File: src/rtl/tuner_serial_pkg.sv
package tuner_serial_pkg;
    // bus address: fixed one and the three strap-selected ones (7-bit)
    localparam logic [6:0] ADDR_FIXED = 7'h61;
    localparam logic [6:0] ADDR_SEL_LOW = 7'h60;
    localparam logic [6:0] ADDR_SEL_MID = 7'h62;
    localparam logic [6:0] ADDR_SEL_HIGH = 7'h63;
    // decoded analog pin levels
    localparam logic [1:0] LEVEL_LOW = 2'h0;
    localparam logic [1:0] LEVEL_MID = 2'h1;
    localparam logic [1:0] LEVEL_HIGH = 2'h2;
    // reference divider ratios
    localparam logic [10:0] REF_RATIO_512 = 11'h200;
    localparam logic [10:0] REF_RATIO_640 = 11'h280;
    localparam logic [10:0] REF_RATIO_1024 = 11'h400;
    // byte layout
    localparam int BYTE_BITS = 8;
    localparam int CTRL_MARK_BIT = 7;
    localparam int CB_PUMP_HIGH = 6;
    localparam int CB_DIV_TEST = 5;
    localparam int CB_PUMP_OFF = 4;
    localparam int CB_PRESCALER = 3;
    localparam int CB_RATIO_B = 2;
    localparam int CB_RATIO_A = 1;
    localparam int CB_DRIVE_OFF = 0;
    localparam int PORT_BYTE_LSB = 4;
    // three-wire word: divider bits then port bits
    localparam int WORD_BITS = 18;
    localparam int WORD_DIV_BITS = 14;
    // reset values
    localparam logic [14:0] DIVIDER_RESET = 15'h0000;
    localparam logic [7:0] CONTROL_RESET = 8'h88;
    localparam logic [3:0] PORTS_RESET = 4'h0;
    localparam logic POWER_LOSS_RESET = 1'b1;
endpackage : tuner_serial_pkg

File: src/rtl/tuner_pll_serial_control.sv
`timescale 1ns/1ps
module tuner_pll_serial_control
    import tuner_serial_pkg::*;
(
    // clock and reset
    input wire logic sys_clk,
    input wire logic arst_n,
    // serial bus pins
    input wire logic scl,
    input wire logic sda_in,
    output logic sda_out,
    output logic sda_oe,
    input wire logic addr_select_enable_pin,
    input wire logic [1:0] addr_select_level,
    input wire logic [1:0] ref_ratio_select_level,
    // port pins, open collector
    input wire logic port_seven_level,
    input wire logic port_four_level,
    input wire logic port_five_level,
    output logic port_four_oe,
    output logic port_five_oe,
    output logic port_seven_oe,
    output logic multi_pin_oe,
    // analog side results
    input wire logic loop_locked,
    input wire logic supply_low,
    input wire logic [2:0] conv_code,
    // synthesizer settings
    output logic [14:0] divider_ratio,
    output logic [10:0] ref_ratio,
    output logic pump_current_high,
    output logic divider_test_enable,
    output logic pump_disable,
    output logic prescaler_on,
    output logic tuning_drive_disable,
    output logic pll_disable,
    output logic three_wire_mode,
    output logic power_loss
);
    import tuner_serial_pkg::*;

    ////////////////////////////////////////////////////////////////////
    // input synchronisers with agreement filter
    localparam int NSYNC = 15;
    logic [NSYNC-1:0] raw;
    logic [NSYNC-1:0] filt_q;

    assign raw = {scl, sda_in, addr_select_enable_pin, port_seven_level,
                  port_four_level, port_five_level, loop_locked,
                  supply_low, conv_code, addr_select_level,
                  ref_ratio_select_level};

    genvar gi;
    generate
        for (gi = 0; gi < NSYNC; gi++) begin : g_sync
            logic [2:0] s_q;
            // first stage feeds only the second stage
            always_ff @(posedge sys_clk or negedge arst_n) begin
                if (!arst_n) begin
                    s_q <= 3'h0;
                end else begin
                    s_q <= {s_q[1:0], raw[gi]};
                end
            end
            // change counts once stages two and three agree
            always_ff @(posedge sys_clk or negedge arst_n) begin
                if (!arst_n) begin
                    filt_q[gi] <= 1'b0;
                end else if (s_q[1] == s_q[2]) begin
                    filt_q[gi] <= s_q[2];
                end
            end
        end
    endgenerate

    logic scl_f, sda_f, ena_f, p7_f, p4_f, p5_f, lock_f, sup_low_f;
    logic [2:0] conv_f;
    logic [1:0] as_lvl_f, rds_lvl_f;
    assign {scl_f, sda_f, ena_f, p7_f, p4_f, p5_f, lock_f, sup_low_f,
            conv_f, as_lvl_f, rds_lvl_f} = filt_q;

    ////////////////////////////////////////////////////////////////////
    // edge detection on filtered lines
    logic scl_d_q, sda_d_q, ena_d_q;
    always_ff @(posedge sys_clk or negedge arst_n) begin
        if (!arst_n) begin
            scl_d_q <= 1'b1;
            sda_d_q <= 1'b1;
            ena_d_q <= 1'b0;
        end else begin
            scl_d_q <= scl_f;
            sda_d_q <= sda_f;
            ena_d_q <= ena_f;
        end
    end

    logic scl_rise, scl_fall, ena_rise, ena_fall, start_c, stop_c;
    logic tw_active, three_wire_q, power_loss_q;
    assign scl_rise = scl_f && !scl_d_q;
    assign scl_fall = !scl_f && scl_d_q;
    assign ena_rise = ena_f && !ena_d_q;
    assign ena_fall = !ena_f && ena_d_q;
    // a three-wire frame may wiggle data with clock high; not a start
    assign tw_active = three_wire_q && ena_f;
    assign start_c = scl_f && scl_d_q && !sda_f && sda_d_q && !tw_active;
    assign stop_c = scl_f && scl_d_q && sda_f && !sda_d_q && !tw_active;

    ////////////////////////////////////////////////////////////////////
    // two-wire slave state machine
    typedef enum logic [2:0] {
        ST_IDLE, ST_ADDR, ST_ADDR_ACK, ST_WR_BYTE, ST_WR_ACK,
        ST_RD_BYTE, ST_RD_ACK
    } bus_state_e;

    bus_state_e state_q;
    logic [3:0] bit_cnt_q;
    logic [7:0] shift_q;
    logic [7:0] status_q;
    logic read_dir_q;
    logic read_seq_q;
    logic host_ack_q;
    logic sda_oe_q;
    logic expect_low_q;
    logic expect_port_q;
    logic addr_hit;
    logic [6:0] sel_addr;
    logic [7:0] status_now;

    // strap-selected address from the decoded pin level
    always_comb begin
        unique case (as_lvl_f)
            LEVEL_LOW: sel_addr = ADDR_SEL_LOW;
            LEVEL_MID: sel_addr = ADDR_SEL_MID;
            default: sel_addr = ADDR_SEL_HIGH;
        endcase
    end
    assign addr_hit = (shift_q[7:1] == ADDR_FIXED) ||
                      (shift_q[7:1] == sel_addr);

    // live status: flag, lock, port levels, converter code
    assign status_now = {power_loss_q, lock_f, p7_f, p4_f, p5_f,
                         conv_f};

    logic wr_byte_done;
    assign wr_byte_done = (state_q == ST_WR_BYTE) && scl_fall &&
                          (bit_cnt_q == 4'(BYTE_BITS));

    always_ff @(posedge sys_clk or negedge arst_n) begin
        if (!arst_n) begin
            state_q <= ST_IDLE;
            bit_cnt_q <= 4'h0;
            shift_q <= 8'h00;
            status_q <= 8'h00;
            read_dir_q <= 1'b0;
            host_ack_q <= 1'b0;
            sda_oe_q <= 1'b0;
        end else if (start_c) begin
            state_q <= ST_ADDR;
            bit_cnt_q <= 4'h0;
            sda_oe_q <= 1'b0;
        end else if (stop_c) begin
            state_q <= ST_IDLE;
            sda_oe_q <= 1'b0;
        end else begin
            unique case (state_q)
                ST_IDLE: begin
                    sda_oe_q <= 1'b0;
                end
                ST_ADDR, ST_WR_BYTE: begin
                    if (scl_rise) begin
                        shift_q <= {shift_q[6:0], sda_f};
                        bit_cnt_q <= bit_cnt_q + 4'h1;
                    end else if (scl_fall && bit_cnt_q == 4'(BYTE_BITS)) begin
                        if (state_q == ST_WR_BYTE) begin
                            state_q <= ST_WR_ACK;
                            sda_oe_q <= 1'b1;
                        end else if (addr_hit) begin
                            state_q <= ST_ADDR_ACK;
                            read_dir_q <= shift_q[0];
                            sda_oe_q <= 1'b1;
                        end else begin
                            state_q <= ST_IDLE;
                        end
                    end
                end
                ST_ADDR_ACK, ST_WR_ACK: begin
                    if (scl_fall) begin
                        bit_cnt_q <= 4'h0;
                        if (state_q == ST_ADDR_ACK && read_dir_q) begin
                            // bits change only on falling clock
                            state_q <= ST_RD_BYTE;
                            status_q <= status_now;
                            sda_oe_q <= !status_now[7];
                        end else begin
                            state_q <= ST_WR_BYTE;
                            sda_oe_q <= 1'b0;
                        end
                    end
                end
                ST_RD_BYTE: begin
                    if (scl_rise) begin
                        bit_cnt_q <= bit_cnt_q + 4'h1;
                    end else if (scl_fall) begin
                        if (bit_cnt_q == 4'(BYTE_BITS)) begin
                            state_q <= ST_RD_ACK;
                            sda_oe_q <= 1'b0;
                        end else begin
                            status_q <= {status_q[6:0], 1'b0};
                            sda_oe_q <= !status_q[6];
                        end
                    end
                end
                ST_RD_ACK: begin
                    if (scl_rise) begin
                        host_ack_q <= !sda_f;
                    end else if (scl_fall) begin
                        bit_cnt_q <= 4'h0;
                        if (host_ack_q) begin
                            state_q <= ST_RD_BYTE;
                            status_q <= status_now;
                            sda_oe_q <= !status_now[7];
                        end else begin
                            // line left free so the host can stop
                            state_q <= ST_IDLE;
                            sda_oe_q <= 1'b0;
                        end
                    end
                end
            endcase
        end
    end

    // a read sequence is open from an accepted read address to the next start or stop
    always_ff @(posedge sys_clk or negedge arst_n) begin
        if (!arst_n) begin
            read_seq_q <= 1'b0;
        end else if (start_c || stop_c) begin
            read_seq_q <= 1'b0;
        end else if (state_q == ST_ADDR_ACK && read_dir_q) begin
            read_seq_q <= 1'b1;
        end
    end

    ////////////////////////////////////////////////////////////////////
    // power-loss flag; a new loss wins over the clearing stop
    always_ff @(posedge sys_clk or negedge arst_n) begin
        if (!arst_n) begin
            power_loss_q <= POWER_LOSS_RESET;
        end else if (sup_low_f) begin
            power_loss_q <= 1'b1;
        end else if (stop_c && read_seq_q) begin
            power_loss_q <= 1'b0;
        end
    end

    ////////////////////////////////////////////////////////////////////
    // write byte routing: first bit picks divider or control pair
    logic [6:0] div_high_q;
    always_ff @(posedge sys_clk or negedge arst_n) begin
        if (!arst_n) begin
            expect_low_q <= 1'b0;
            expect_port_q <= 1'b0;
            div_high_q <= 7'h00;
        end else if (state_q == ST_ADDR_ACK) begin
            expect_low_q <= 1'b0;
            expect_port_q <= 1'b0;
        end else if (wr_byte_done) begin
            if (expect_low_q) begin
                expect_low_q <= 1'b0;
            end else if (expect_port_q) begin
                expect_port_q <= 1'b0;
            end else if (shift_q[CTRL_MARK_BIT]) begin
                expect_port_q <= 1'b1;
            end else begin
                expect_low_q <= 1'b1;
                div_high_q <= shift_q[6:0];
            end
        end
    end

    ////////////////////////////////////////////////////////////////////
    // three-wire receiver and mode detection
    logic [WORD_BITS-1:0] word_q;
    logic [4:0] pulse_cnt_q;
    logic word_ok;
    assign word_ok = ena_fall && (pulse_cnt_q == 5'(WORD_BITS));

    always_ff @(posedge sys_clk or negedge arst_n) begin
        if (!arst_n) begin
            word_q <= '0;
            pulse_cnt_q <= 5'h0;
        end else if (ena_rise) begin
            pulse_cnt_q <= 5'h0;
        end else if (ena_f && scl_fall) begin
            // low-enable clocks never reach here
            word_q <= {word_q[WORD_BITS-2:0], sda_f};
            if (pulse_cnt_q != 5'h1f) begin
                pulse_cnt_q <= pulse_cnt_q + 5'h1;
            end
        end
    end

    // an enable pulse framing exactly 18 clocks means three-wire; an address hit
    // on the two-wire bus switches back
    always_ff @(posedge sys_clk or negedge arst_n) begin
        if (!arst_n) begin
            three_wire_q <= 1'b0;
        end else if (state_q == ST_ADDR_ACK) begin
            three_wire_q <= 1'b0;
        end else if (word_ok) begin
            three_wire_q <= 1'b1;
        end
    end

    ////////////////////////////////////////////////////////////////////
    // programmed settings; lost while the filtered supply-low input is high
    logic [14:0] divider_q;
    logic [7:0] control_q;
    logic [3:0] ports_q;
    always_ff @(posedge sys_clk or negedge arst_n) begin
        if (!arst_n) begin
            divider_q <= DIVIDER_RESET;
            control_q <= CONTROL_RESET;
            ports_q <= PORTS_RESET;
        end else if (sup_low_f) begin
            divider_q <= DIVIDER_RESET;
            control_q <= CONTROL_RESET;
            ports_q <= PORTS_RESET;
        end else if (word_ok) begin
            // top divider bit forced to zero
            divider_q <= {1'b0, word_q[WORD_BITS-1 -: WORD_DIV_BITS]};
            ports_q <= word_q[3:0];
        end else if (wr_byte_done) begin
            if (expect_low_q) begin
                divider_q <= {div_high_q, shift_q};
            end else if (expect_port_q) begin
                ports_q <= shift_q[7:PORT_BYTE_LSB];
            end else if (shift_q[CTRL_MARK_BIT]) begin
                control_q <= shift_q;
            end
        end
    end

    ////////////////////////////////////////////////////////////////////
    // effective settings
    logic [10:0] ratio_i2c, ratio_tw;
    always_comb begin
        if (!control_q[CB_RATIO_A]) begin
            ratio_i2c = REF_RATIO_640;
        end else if (control_q[CB_RATIO_B]) begin
            ratio_i2c = REF_RATIO_512;
        end else begin
            ratio_i2c = REF_RATIO_1024;
        end
        unique case (rds_lvl_f)
            LEVEL_LOW: ratio_tw = REF_RATIO_1024;
            LEVEL_MID: ratio_tw = REF_RATIO_512;
            default: ratio_tw = REF_RATIO_640;
        endcase
    end

    // three-wire overrides the control byte
    assign pump_current_high = three_wire_q | control_q[CB_PUMP_HIGH];
    assign divider_test_enable = !three_wire_q && control_q[CB_DIV_TEST];
    assign pump_disable = !three_wire_q && control_q[CB_PUMP_OFF];
    assign prescaler_on = three_wire_q | control_q[CB_PRESCALER];
    assign tuning_drive_disable = !three_wire_q &&
                                  control_q[CB_DRIVE_OFF];
    assign ref_ratio = three_wire_q ? ratio_tw : ratio_i2c;
    assign divider_ratio = divider_q;
    assign pll_disable = (divider_q == DIVIDER_RESET);
    assign three_wire_mode = three_wire_q;
    assign power_loss = power_loss_q;

    // ports float while power is in doubt; multi pin is lock in 3-wire
    assign port_seven_oe = ports_q[3] && !power_loss_q;
    assign port_five_oe = ports_q[1] && !power_loss_q;
    assign port_four_oe = ports_q[0] && !power_loss_q;
    assign multi_pin_oe = three_wire_q ? lock_f
                          : (ports_q[2] && !power_loss_q);

    // open-drain data line: only ever pulls low
    assign sda_out = 1'b0;
    assign sda_oe = sda_oe_q;

endmodule : tuner_pll_serial_control

File: config.mk
export PLATFORM = sky130hd
export DESIGN_NAME = tuner_pll_serial_control
export DESIGN_NICKNAME = d
export VERILOG_FILES = /design/src/rtl/tuner_serial_pkg.sv /design/src/rtl/tuner_pll_serial_control.sv
export SDC_FILE = /design/constraint.sdc
export NUM_CORES = 1
export LEC_CHECK = 0
export CAP_MARGIN = 20
export CORE_MARGIN = 5
export CORE_UTILIZATION = 23
export CTS_BUF_LIST = sky130_fd_sc_hd__clkbuf_4 sky130_fd_sc_hd__clkbuf_8 sky130_fd_sc_hd__clkbuf_16
export CTS_CLUSTER_DIAMETER = 150
export DETAILED_ROUTE_END_ITERATION = 12
export DONT_BUFFER_PORTS = 1
export MAX_ROUTING_LAYER = met4
export PLACE_DENSITY = 0.46
export SLEW_MARGIN = 20
export SYNTH_ARGS = -nofsm -noshare
export SYNTH_HDL_FRONTEND = slang
export SYNTH_SLANG_ARGS = --single-unit
File: constraint.sdc
create_clock -name sys_clk -period 2.2 [get_ports sys_clk]
set_input_delay 0.66 -clock sys_clk [delete_from_list [all_inputs] [get_ports sys_clk]]
set_output_delay 0.66 -clock sys_clk [all_outputs]
set_load 0.1 [all_outputs]
==> results of run 1 <==
## final timing paths
| check | startpoint | endpoint | slack, ns | cells after the start |
|---|---|---|---|---|
| setup / recovery | divider_ratio[6] | pll_disable | -0.04 | 3 |
| min in group sys_clk | conv_code[0] | g_sync[4].s_q[0] | 0.26 | 0 |
| setup reg to reg | three_wire_mode | state_q[2] | 0.07 | 8 |
| hold / removal | arst_n | divider_ratio[9] | -0.07 | 0 |
| hold reg to reg | g_sync[14].s_q[0] | g_sync[14].s_q[1] | 0.35 | 0 |
| max in group asynchronous | arst_n | sda_d_q | 1.99 | 0 |
## routing by layer
layer / GRT usage, % / vias up
li1: - / 1789
met1: 12.0 / 1932
met2: 15.0 / 75
met3: 2.91 / 14
met4: 3.14 / 0
met5: - / -
## what timing repair did
item / CTS / global route
hold endpoints to repair: 145 / 145
setup buffers: 6 / 0
pin swaps: 3 / 2
resized for setup: 16 / 4
setup endpoints to repair: 6 / 9
## power by group through the flow
stage / clock network [uW] / registers, uW / logic (uW)
floorplan: 0 / 3080 / 452
global route: 2930 / 3100 / 613
finish: 2730 / 3070 / 556
global placement: 0 / 3120 / 536
CTS: 2830 / 3080 / 547
detailed placement: 0 / 3130 / 546
## placed cells by master (no fill, tap or decap), types with 3 or more instances in the layout
| cell | instances |
|---|---|
| sky130_fd_sc_hd__dfrtp_1 | 136 |
| sky130_fd_sc_hd__mux2_2 | 45 |
| sky130_fd_sc_hd__nor2_1 | 38 |
| sky130_fd_sc_hd__buf_4 | 32 |
| sky130_fd_sc_hd__nand2_1 | 28 |
| sky130_fd_sc_hd__mux2i_1 | 26 |
| sky130_fd_sc_hd__clkbuf_16 | 17 |
| sky130_fd_sc_hd__a211oi_1 | 15 |
| sky130_fd_sc_hd__maj3_1 | 15 |
| sky130_fd_sc_hd__buf_12 | 14 |
| sky130_fd_sc_hd__a21oi_1 | 13 |
| sky130_fd_sc_hd__inv_1 | 12 |
| sky130_fd_sc_hd__conb_1 | 9 |
| sky130_fd_sc_hd__o21ai_0 | 8 |
| sky130_fd_sc_hd__dfrtp_2 | 8 |
| sky130_fd_sc_hd__inv_6 | 6 |
| sky130_fd_sc_hd__clkinvlp_4 | 5 |
| sky130_fd_sc_hd__ha_1 | 5 |
| sky130_fd_sc_hd__nand2b_1 | 4 |
| sky130_fd_sc_hd__dfstp_2 | 4 |
| sky130_fd_sc_hd__and3_1 | 3 |
| sky130_fd_sc_hd__nor2b_2 | 3 |
| sky130_fd_sc_hd__nor4_2 | 3 |
| sky130_fd_sc_hd__nor3_1 | 3 |
| sky130_fd_sc_hd__or2_2 | 3 |
| sky130_fd_sc_hd__nor2b_4 | 3 |
| sky130_fd_sc_hd__nor2b_1 | 3 |
| sky130_fd_sc_hd__nand3_1 | 3 |
| sky130_fd_sc_hd__a22o_1 | 3 |
| sky130_fd_sc_hd__a21o_1 | 3 |
| sky130_fd_sc_hd__buf_6 | 3 |
## worst max-delay path: cells and delay by family, from the launching register on
family,cells,cell delay (ns)
buffers and inverters,1,0.17
and+or+nand+nor,2,0.57
DFF,1,0.42
## cell families (layout without fill, tap and decap cells)
| group | after synthesis | in the layout | synth area share (%) |
|---|---|---|---|
| compound gates | 68 | 68 | 7.98 |
| simple gates | 126 | 126 | 11.2 |
| buf+inv | 41 | 95 | 4.00 |
| mux | 73 | 73 | 12.7 |
| fa+ha+maj | 20 | 20 | 3.42 |
| xor+xnor | 4 | 4 | 0.684 |
| flops | 149 | 149 | 60.0 |
| other cells | 1 | 9 | 0.0602 |
## state kept, by name, indices dropped and copies added (netlist names), 3 cells and up
name,cells
state_q,3
g_sync.s_q,45
shift_q,8
bit_cnt_q,4
pulse_cnt_q,5
ports_q,4
conv_f,3
word_q,18
div_high_q,7
control_q,7
status_q,7
divider_ratio,15
## cell type report
cell class                 count  area, sq um
timing repair buffer          49          554
inverter                      14         56.3
sequential                   149         3750
multi-input combinational    300         2400
clock buffer                  18          433
tap                          341          427
clock inverter                14          116
fill                        2694        19100
## stage by stage
step | utilization, % | worst slack (ns)
after floorplan | - | -0.415
after global placement | 26.3 | 0.233
after detailed placement | 26.3 | 0.182
after CTS | 28.8 | -0.0719
after global routing | 28.8 | -0.0949
final | 28.8 | -0.0450
==> implementation parameters, run 1 <==
Parameter                              Value

Status
  Violations in the final reports    hold timing, setup timing
  Result of the run    complete, but fails checks

Detailed routing
  DR WL/cell    15.6 um
  Top metal layer carrying routed signals    met4
  Met2 WL    around 6700 um
  DRC violation count after routing    0
  Wl on met1    roughly 6300 um
  Residual antenna-violating net count after detailed routing    0
  First DRT Iteration DRCs    roughly 190
  Vias per Instance    between 4 and 5
  Post-Route WL    between 10,000 and 15,000 um
  Via count    about 3,800
  DR WL met3    641 um
  First drt pass iteration count    4

Worst setup path
  Arr. time, crit path    roughly 1.6 ns
  Startpoint kind of the worst setup timing path    flip-flop
  Critical Path Fanout Max    2
  Type of destination of the critical path    output pin
  Critical Path Slowest Stage Cell    sky130_fd_sc_hd__dfrtp_2
  Critical path class    reg2out
  Cell Chain, Critical Path    nor4_4 -> and4_4 -> buf_12
  Crit-path max cell delay    0.42 ns
  Required time worst endpoint    about 1.5 ns

Die
  Number of top-level design ports    57
  Initial Utilization    23.2%
  Placeable core region    roughly 0.027 sq mm
  Die Span X    between 150 and 200 um
  Die area    0.0305 sq mm
  Cell row count    60
  Die height    175 um

Power
  Clock power share    between 40% and 50%
  P_int    around 4600 uW
  Leak Pwr    ~0.0035 uW
  Power density over the cells    823 mW/mm^2
  Overall power of the completed layout    ~6400 uW
  Switch share    about 28%
  Relative contribution of combinational cells to total power    between 8 and 9%
  Psw    around 1800 uW
  Sequential Power Share    48.3%
  Maximum ir drop on the vdd rail    around 0.33 mV

Clock tree
  Clock transition time at the flip-flop clock pins of the worst setup and hold paths    0.07 ns
  Source-to-sink clock delay at the later pin of the worst-skew pair    about 0.43 ns
  TritonCTS clock tree    yes
  Clock root buffer    sky130_fd_sc_hd__clkbuf_16
  Number of buffers created by CTS    17
  CTS H-tree depth    4
  Sinks on the clock net    149
  Maximum buffer depth of the clock tree    2

Logic synthesis
  Top cells by area in the synthesized netlist    sky130_fd_sc_hd__dfrtp_1 (58%), sky130_fd_sc_hd__mux2_2 (8.1%), sky130_fd_sc_hd__mux2i_1 (4.2%), sky130_fd_sc_hd__maj3_1 (2.4%), sky130_fd_sc_hd__nor2_1 (2.3%)
  Share of the synthesized area in the top cell type    just under 60%
  Library cell occupying the most area in the post-synthesis netlist    sky130_fd_sc_hd__dfrtp_1
  Post-synthesis instance area    0.00622 sq mm
  Post-synthesis register bit count    between 100 and 150
  Most common library cells after synthesis    sky130_fd_sc_hd__dfrtp_1 (145), sky130_fd_sc_hd__mux2_2 (45), sky130_fd_sc_hd__nor2_1 (38)
  Share of synthesized area occupied by flip-flops and latches    around three fifths
  Synth Flop Type    sky130_fd_sc_hd__dfrtp_1
  Number of synthesized flops with an enable pin    0
  FFs w/ async S/R, synth    100%
  Count of unique library cells instantiated by Yosys    between 70 and 80
  Yosys warning count    0
  Most instantiated library cell after synthesis    sky130_fd_sc_hd__dfrtp_1
  Number of cells produced by synthesis    approximately 480
  Average cell area after synthesis    12.9 sq um

GRT
  Number of global-route vias before repair    slightly above 4,000
  GRT Resource Usage Total    roughly a tenth
  Overflow left after global routing    0
  Antenna violations before repair    0
  Wire length of the first global-routing pass    ~23,000 um
  Largest net degree at the start of global routing    150

STA
  Setup repair after global routing missed its margin    true
  Max Fclk    between 0.4 and 0.5 GHz
  Slew @ Worst Pin    between 0.5 and 0.6 ns
  Worst-case clock skew    0.00900 ns
  Clock period minus worst slack    around 2.2 ns
  Smallest setup slack after layout    -0.0450 ns
  Final sum of negative setup slack    -0.0754 ns
  Tightest hold margin    -0.0683 ns
  Worst slew margin relative to its limit    about two thirds
  Final Hold Viols    145
  Final count of negative-setup-slack endpoints    2
  Count of pins over their slew limit    0
  Fraction of the cycle the final worst path needs    102%

Place
  Cell count after placement    roughly 850
  Port-buffer cells    0
  Placed inst area    0.00704 sq mm
  Total half-perimeter wirelength after legalization and detailed placement    approximately 9300 um
  Routability cong.    between 0.8 and 0.9

Cells and area
  Share of final-layout standard cells stronger than drive strength 1    about a third
  Number of standard cells in the layout, taps in and fillers out    885
  Final net count    between 500 and 600
  Layout overhead on the synthesized area    24.2%
  Diodes inserted    0
  Design area    0.00773 sq mm

Hold path
  Class of the tightest hold or removal check    in2async

Job
  Number of max-cap violations    0
No activity file was read; power rests on OpenSTA's default activity.
==> run 2, diff against run 1 <==
--- a/config.mk
+++ b/config.mk
@@ -10,10 +10,13 @@
 export CORE_UTILIZATION = 23
 export CTS_BUF_LIST = sky130_fd_sc_hd__clkbuf_4 sky130_fd_sc_hd__clkbuf_8 sky130_fd_sc_hd__clkbuf_16
 export CTS_CLUSTER_DIAMETER = 150
+export CTS_CLUSTER_SIZE = 30
 export DETAILED_ROUTE_END_ITERATION = 12
 export DONT_BUFFER_PORTS = 1
 export MAX_ROUTING_LAYER = met4
 export PLACE_DENSITY = 0.46
+export REMOVE_ABC_BUFFERS = 1
+export SKIP_LAST_GASP = 1
 export SLEW_MARGIN = 20
 export SYNTH_ARGS = -nofsm -noshare
 export SYNTH_HDL_FRONTEND = slang
==> run 2 against run 1 <==
Against the previous run: the flow still finishes with violations (hold timing, setup timing); combinational power about the same; register-to-register slack better by 0.12 ns; core utilization shrank 0.29 points; largest cell class unchanged; clock skew is 0.0026 ns higher; critical endpoint unchanged; final area is 1.0% lower.
==> implementation parameters, run 2 (synthesis results as in run 1) <==
Parameter                              Value

Clock tree
  CTS H-tree depth    4 (unchanged)
  Number of buffers created by CTS    17 (unchanged)
  Clock root buffer    sky130_fd_sc_hd__clkbuf_16
  TritonCTS clock tree    yes
  Source-to-sink clock delay at the later pin of the worst-skew pair    0.43 ns (about the same)
  Sinks on the clock net    149 (unchanged)
  Clock transition time at the flip-flop clock pins of the worst setup and hold paths    0.07 ns (about the same)
  Maximum buffer depth of the clock tree    2 (unchanged)

Worst setup path
  Critical Path Slowest Stage Cell    sky130_fd_sc_hd__dfrtp_1
  Startpoint kind of the worst setup timing path    flip-flop
  Arr. time, crit path    1.57 ns (about the same)
  Worst r2r src    bit_cnt_q[0]
  Cell Chain, Critical Path    nor4_2 -> and4_1 -> buf_12
  Crit-path max cell delay    0.40 ns (-0.02 ns)
  Critical Path Fanout Max    2 (unchanged)
  Type of destination of the critical path    output pin
  Launch point of the critical path    divider_ratio[6]
  Required time worst endpoint    1.54 ns (about the same)
  Critical path class    reg2out

Cells and area
  Layout overhead on the synthesized area    22.9%
  Diodes inserted    0 (unchanged)
  Total of fill cells in the finished design    2,695 (+0.037%)
  Share of final-layout standard cells stronger than drive strength 1    30.7% (-2.4 points)
  Reg with most FFs    g_sync.s_q
  Util after Layout    28.6% (-0.29 points)
  Number of standard cells in the layout, taps in and fillers out    885 (unchanged)
  Final net count    553 (unchanged)
  Highest-count cells in the layout ignoring fill and taps    sky130_fd_sc_hd__dfrtp_1 (144), sky130_fd_sc_hd__mux2_2 (45), sky130_fd_sc_hd__nor2_1 (38), sky130_fd_sc_hd__buf_4 (36), sky130_fd_sc_hd__nand2_1 (29)
  Most common cell after layout, fill and taps aside    sky130_fd_sc_hd__dfrtp_1
  Max reg flops    45 (unchanged)

GRT
  Antenna violations before repair    0 (unchanged)
  Overflow left after global routing    0 (unchanged)
  Number of global-route vias before repair    4,022 (-0.74%)
  Wire length of the first global-routing pass    22,300 um (-1.5%)
  Largest net degree at the start of global routing    150 (unchanged)
  GRT Resource Usage Total    9.51% (-0.12 points)

STA
  Fraction of the cycle the final worst path needs    101% (-0.63 points)
  Slew @ Worst Pin    0.567 ns (+0.0608 ns)
  Clock period minus worst slack    2.23 ns (-0.0139 ns)
  Final Hold Viols    145 (unchanged)
  Tightest hold margin    -0.0609 ns (+0.00734 ns)
  Count of pins over their slew limit    0 (unchanged)
  Final count of negative-setup-slack endpoints    1 (-1)
  Max Fclk    0.448 GHz (+0.62%)
  Worst slew margin relative to its limit    61.8% (-4.4 points)
  Setup repair after global routing missed its margin    true
  Worst-case clock skew    0.0116 ns (+0.00259 ns)
  Smallest setup slack after layout    -0.0311 ns (+0.0139 ns)
  Final sum of negative setup slack    -0.0311 ns (+0.0443 ns)

Place
  DP Worst Slack    0.219 ns (+0.0364 ns)
  Total half-perimeter wirelength after legalization and detailed placement    9120 um (-1.6%)
  Routability cong.    0.817 (-4.3%)
  Cell count after placement    850 (+0.35%)
  Port-buffer cells    0 (unchanged)

Die
  Number of top-level design ports    57 (unchanged)
  Die Span X    175 um (unchanged)
  Cell row count    60 (unchanged)
  Initial Utilization    23.2% (unchanged)
  Die area    0.0305 sq mm (unchanged)
  Die height    175 um (unchanged)
  Placeable core region    0.0268 sq mm (unchanged)

Detailed routing
  Via count    3,769 (-1.1%)
  Vias per Instance    4.26 (-1.1%)
  First DRT Iteration DRCs    287 (+54%)
  First drt pass iteration count    4 (unchanged)
  DRC violation count after routing    0 (unchanged)
  Residual antenna-violating net count after detailed routing    0 (unchanged)
  Post-Route WL    13,600 um (-1.4%)
  DR WL/cell    15.4 um (-1.4%)

Status
  Result of the run    complete, but fails checks
  Violations in the final reports    hold timing, setup timing

Power
  Leak Pwr    0.00348 uW (+0.22%)
  Maximum ir drop on the vdd rail    0.460 mV (+39%)
  Power density over the cells    850 mW/mm^2 (+3.3%)

Hold path
  Class of the tightest hold or removal check    in2async

Job
  Number of max-cap violations    0 (unchanged)
==> run 2: cell types whose count changed in the layout (fill, tap and decap cells not counted), sizes merged <==
cell and delta:
inv +3, bufinv +1, clkinv -1, clkbuf -1, clkinvlp -2
==> run 2: through the flow <==
stage / area (sq um) / power [uW]
after floorplan: 6060 / 3500
after global placement: 6970 / 3670
after detailed placement: 6970 / 3690
after CTS: 7630 / 6610
after global routing: 7650 / 6800
final: 7650 / 6510
==> run 2: what timing repair did <==
| action | 4_1_cts | 5_1_grt |
|---|---|---|
| endpoints found under the hold margin | 145 | 145 |
| endpoints found under the setup margin | 5 | 5 |
| gates resized for setup | 11 | 6 |
| setup buffers | 3 | 0 |
| pin swaps | 1 | 2 |
==> run 2: cell type report <==
cell class	count	area, sq um	area share, %
inverters	14	52.6	0.687
repair buffers	49	522	6.82
clock inverters	15	159	2.08
well taps	341	427	5.58
clock buffers	17	425	5.56
flip-flops and latches	149	3730	48.8
multi-input cells	300	2330	30.5
==> run 2: power by group <==
group	total (uW)	switching [uW]	internal [uW]
clock	2870	1270	1610
sequential	3080	170	2910
combinational	556	334	222
total	6510	1770	4740
==> run 2: layer usage <==
metal / share of wire [%] / wire length (um) / vias to the layer above / GRT usage [%]
met3: 3.4 / 461 / 15 / 2.24
met5: 0 / 0 / - / -
li1: - / - / 1796 / -
met4: 2.0 / 265 / 0 / 3.37
met1: 47 / 6360 / 1885 / 12.1
met2: 48 / 6500 / 73 / 14.9
==> run 2: worst paths after layout <==
check	to	slack (ns)	depth (start not counted)
setup / recovery	pll_disable	-0.03	3
hold / removal	g_sync[0].s_q[0]	-0.06	0
setup reg to reg	ports_q[1]	0.19	7
hold reg to reg	g_sync[10].s_q[1]	0.35	0
max in group asynchronous	control_q[3]	2.00	0
min in group sys_clk	g_sync[12].s_q[0]	0.26	0
==> run 2: critical path: cells and delay by family, from the launching register on <==
kind / cells / cell delay (ns)
buffers and inverters: 1 / 0.18
DFF: 1 / 0.40
and+or+nand+nor: 2 / 0.57
==> run 3, diff against run 2 <==
--- a/config.mk
+++ b/config.mk
@@ -6,7 +6,6 @@
 export NUM_CORES = 1
 export LEC_CHECK = 0
 export CAP_MARGIN = 20
-export CORE_MARGIN = 5
 export CORE_UTILIZATION = 23
 export CTS_BUF_LIST = sky130_fd_sc_hd__clkbuf_4 sky130_fd_sc_hd__clkbuf_8 sky130_fd_sc_hd__clkbuf_16
 export CTS_CLUSTER_DIAMETER = 150
==> run 3 against run 2 <==
Against the previous run: the flow finishes with violations (DRC, hold timing, setup timing); hold slack worse by 0.00092 ns; worst setup slack worse by 0.0099 ns; clock-buffer cell count unchanged; routed wire length down 1.5%; sequential cell count unchanged; clock power up 7.3%; final cell count down 0.56%; global-route usage up 1.1 points; critical path depth unchanged; non-clock buffer count up 2; critical path type unchanged; largest power group unchanged.
==> implementation parameters, run 3 (synthesis results as in run 1) <==
Parameter                              Value

Cells and area
  Diodes inserted    0 (unchanged)
  Final net count    555 (+0.36%)
  Share of final-layout standard cells stronger than drive strength 1    30.6% (-0.056 points)
  Max reg flops    45 (unchanged)
  Total of fill cells in the finished design    2,680 (-0.56%)
  Reg with most FFs    g_sync.s_q
  Util after Layout    29.1% (+0.59 points)
  Design area    0.00766 sq mm (about the same)
  Sequential Area    0.00373 sq mm (unchanged)
  Most common cell after layout, fill and taps aside    sky130_fd_sc_hd__dfrtp_1
  Layout overhead on the synthesized area    23.1% (about the same)
  Highest-count cells in the layout ignoring fill and taps    sky130_fd_sc_hd__dfrtp_1 (144), sky130_fd_sc_hd__mux2_2 (45), sky130_fd_sc_hd__buf_4 (39), sky130_fd_sc_hd__nor2_1 (38), sky130_fd_sc_hd__nand2_1 (29)
  Area occupied by multi-input gates    0.00233 sq mm (-0.21%)

STA
  Worst-case clock skew    0.0102 ns (-0.00141 ns)
  Count of pins over their slew limit    0 (unchanged)
  Clock period minus worst slack    2.24 ns (+0.00991 ns)
  Fraction of the cycle the final worst path needs    102% (+0.45 points)
  Worst slew margin relative to its limit    61.1% (-0.71 points)
  Final Hold Viols    145 (unchanged)
  Final count of negative-setup-slack endpoints    1 (unchanged)
  Max Fclk    0.446 GHz (-0.44%)
  Tightest hold margin    -0.0618 ns (-0.000917 ns)
  Setup repair after global routing missed its margin    true
  Smallest setup slack after layout    -0.0410 ns (-0.00991 ns)
  Slew @ Worst Pin    0.578 ns (+0.0106 ns)

Die
  Die Span X    167 um (-4.6%)
  Cell row count    59 (-1.7%)
  Die area    0.0277 sq mm (-9.0%)
  Number of top-level design ports    57 (unchanged)
  Die height    167 um (-4.6%)
  Initial Utilization    23.7% (+0.46 points)
  Placeable core region    0.0263 sq mm (-1.9%)

Power
  Overall power of the completed layout    6720 uW (+3.3%)
  Relative contribution of combinational cells to total power    8.4% (about the same)
  Switch share    25.0% (-2.2 points)
  P_int    5040 uW (+6.4%)
  Sequential Power Share    45.8% (-1.5 points)
  Clock power share    45.8% (+1.6 points)
  Psw    1680 uW (-5.1%)
  Leak Pwr    0.00349 uW (+0.49%)
  Power density over the cells    877 mW/mm^2 (+3.2%)
  Maximum ir drop on the vdd rail    0.411 mV (-11%)

Detailed routing
  Vias per Instance    4.38 (+2.9%)
  Via count    3,857 (+2.3%)
  DR WL/cell    15.2 um (-0.96%)
  Post-Route WL    13,400 um (-1.5%)
  First DRT Iteration DRCs    308 (+7.3%)
  Residual antenna-violating net count after detailed routing    0 (unchanged)
  DRC violation count after routing    3 (+3)
  First drt pass iteration count    8 (+4)

Worst setup path
  Critical path class    reg2out
  Type of destination of the critical path    output pin
  Critical Path Fanout Max    2 (unchanged)
  Launch point of the critical path    divider_ratio[6]
  Reg2reg setup slack    0.16 ns (-0.03 ns)
  Startpoint kind of the worst setup timing path    flip-flop
  Terminus of the critical flop-to-flop path    ports_q[0]
  Required time worst endpoint    1.54 ns (about the same)
  Arr. time, crit path    1.58 ns (about the same)
  Depth of the worst register-to-register path    7 (unchanged)
  Worst r2r src    bit_cnt_q[0]

GRT
  Wire length of the first global-routing pass    22,400 um (about the same)
  Antenna violations before repair    0 (unchanged)
  Largest net degree at the start of global routing    150 (unchanged)
  GRT Resource Usage Total    10.6% (+1.1 points)
  Overflow left after global routing    0 (unchanged)
  Number of global-route vias before repair    3,982 (-0.99%)

Place
  Port-buffer cells    0 (unchanged)
  Placed inst area    0.00696 sq mm (-0.11%)
  Total half-perimeter wirelength after legalization and detailed placement    9160 um (+0.41%)
  Routability cong.    0.772 (-5.5%)

Clock tree
  Clock root buffer    sky130_fd_sc_hd__clkbuf_16
  TritonCTS clock tree    yes
  Maximum buffer depth of the clock tree    2 (unchanged)
  Clock transition time at the flip-flop clock pins of the worst setup and hold paths    0.06 ns (about the same)
  Number of buffers created by CTS    17 (unchanged)
  CTS H-tree depth    4 (unchanged)
  Sinks on the clock net    149 (unchanged)
  Source-to-sink clock delay at the later pin of the worst-skew pair    0.42 ns (about the same)

Status
  Violations in the final reports    DRC, hold timing, setup timing
  Result of the run    complete, but fails checks

Hold path
  Class of the tightest hold or removal check    in2async

Job
  Number of max-cap violations    0 (unchanged)
==> run 3: area by class of cell <==
class / instances / share of cell area (%)
repair buffers: 51 / 6.53
inverters: 14 / 0.686
flip-flops and latches: 149 / 48.8
well taps: 335 / 5.47
multi-input cells: 300 / 30.4
clock inverters: 14 / 2.61
clock buffers: 17 / 5.55
==> run 3: layer usage <==
layer,global-route usage [%],part of all wire (%),vias up
met5,-,0,-
met4,3.86,1.4,0
met3,2.35,3.1,12
met2,15.8,47,82
met1,14.2,49,1966
li1,-,-,1797
==> run 3: worst max-delay path: stages (launching register included) <==
cell	delay (ns)
sky130_fd_sc_hd__dfrtp_1	0.40
sky130_fd_sc_hd__nor4_2	0.30
sky130_fd_sc_hd__and4_1	0.28
sky130_fd_sc_hd__buf_12	0.19
==> run 3: worst max-delay path by stage <==
| stage | endpoint | slack, ns | depth (start not counted) |
|---|---|---|---|
| 2_1_floorplan | multi_pin_oe | -1.62 | 3 |
| 3_3_place_gp | divider_ratio[7] | 0.21 | 6 |
| 3_5_place_dp | ports_q[1] | 0.16 | 7 |
| 4_1_cts | pll_disable | -0.09 | 3 |
| 5_1_grt | pll_disable | -0.1 | 3 |
| 6_report | pll_disable | -0.04 | 3 |
==> run 3: per-stage QoR <==
step	worst slack (ns)	TNS, ns	instances
4_1_cts	-0.0923	-0.103	878
2_1_floorplan	-1.62	-9.46	463
5_1_grt	-0.0975	-0.186	880
3_5_place_dp	0.165	0	844
3_3_place_gp	0.206	0	844
6_report	-0.0410	-0.0410	880
==> run 3: power groups by stage <==
stage	combinational (uW)	sequential, uW	clock, uW
after floorplan	388	3110	0
after global placement	553	3120	0
after detailed placement	568	3130	0
after CTS	569	3080	3190
after global routing	615	3100	3330
final	565	3080	3080
==> run 3: repair_timing <==
action	in CTS	in global routing
endpoints found under the hold margin	145	145
resized for setup	6	4
cloned	0	1
pin swaps	1	1
buffers inserted	3	1
endpoints found under the setup margin	5	6
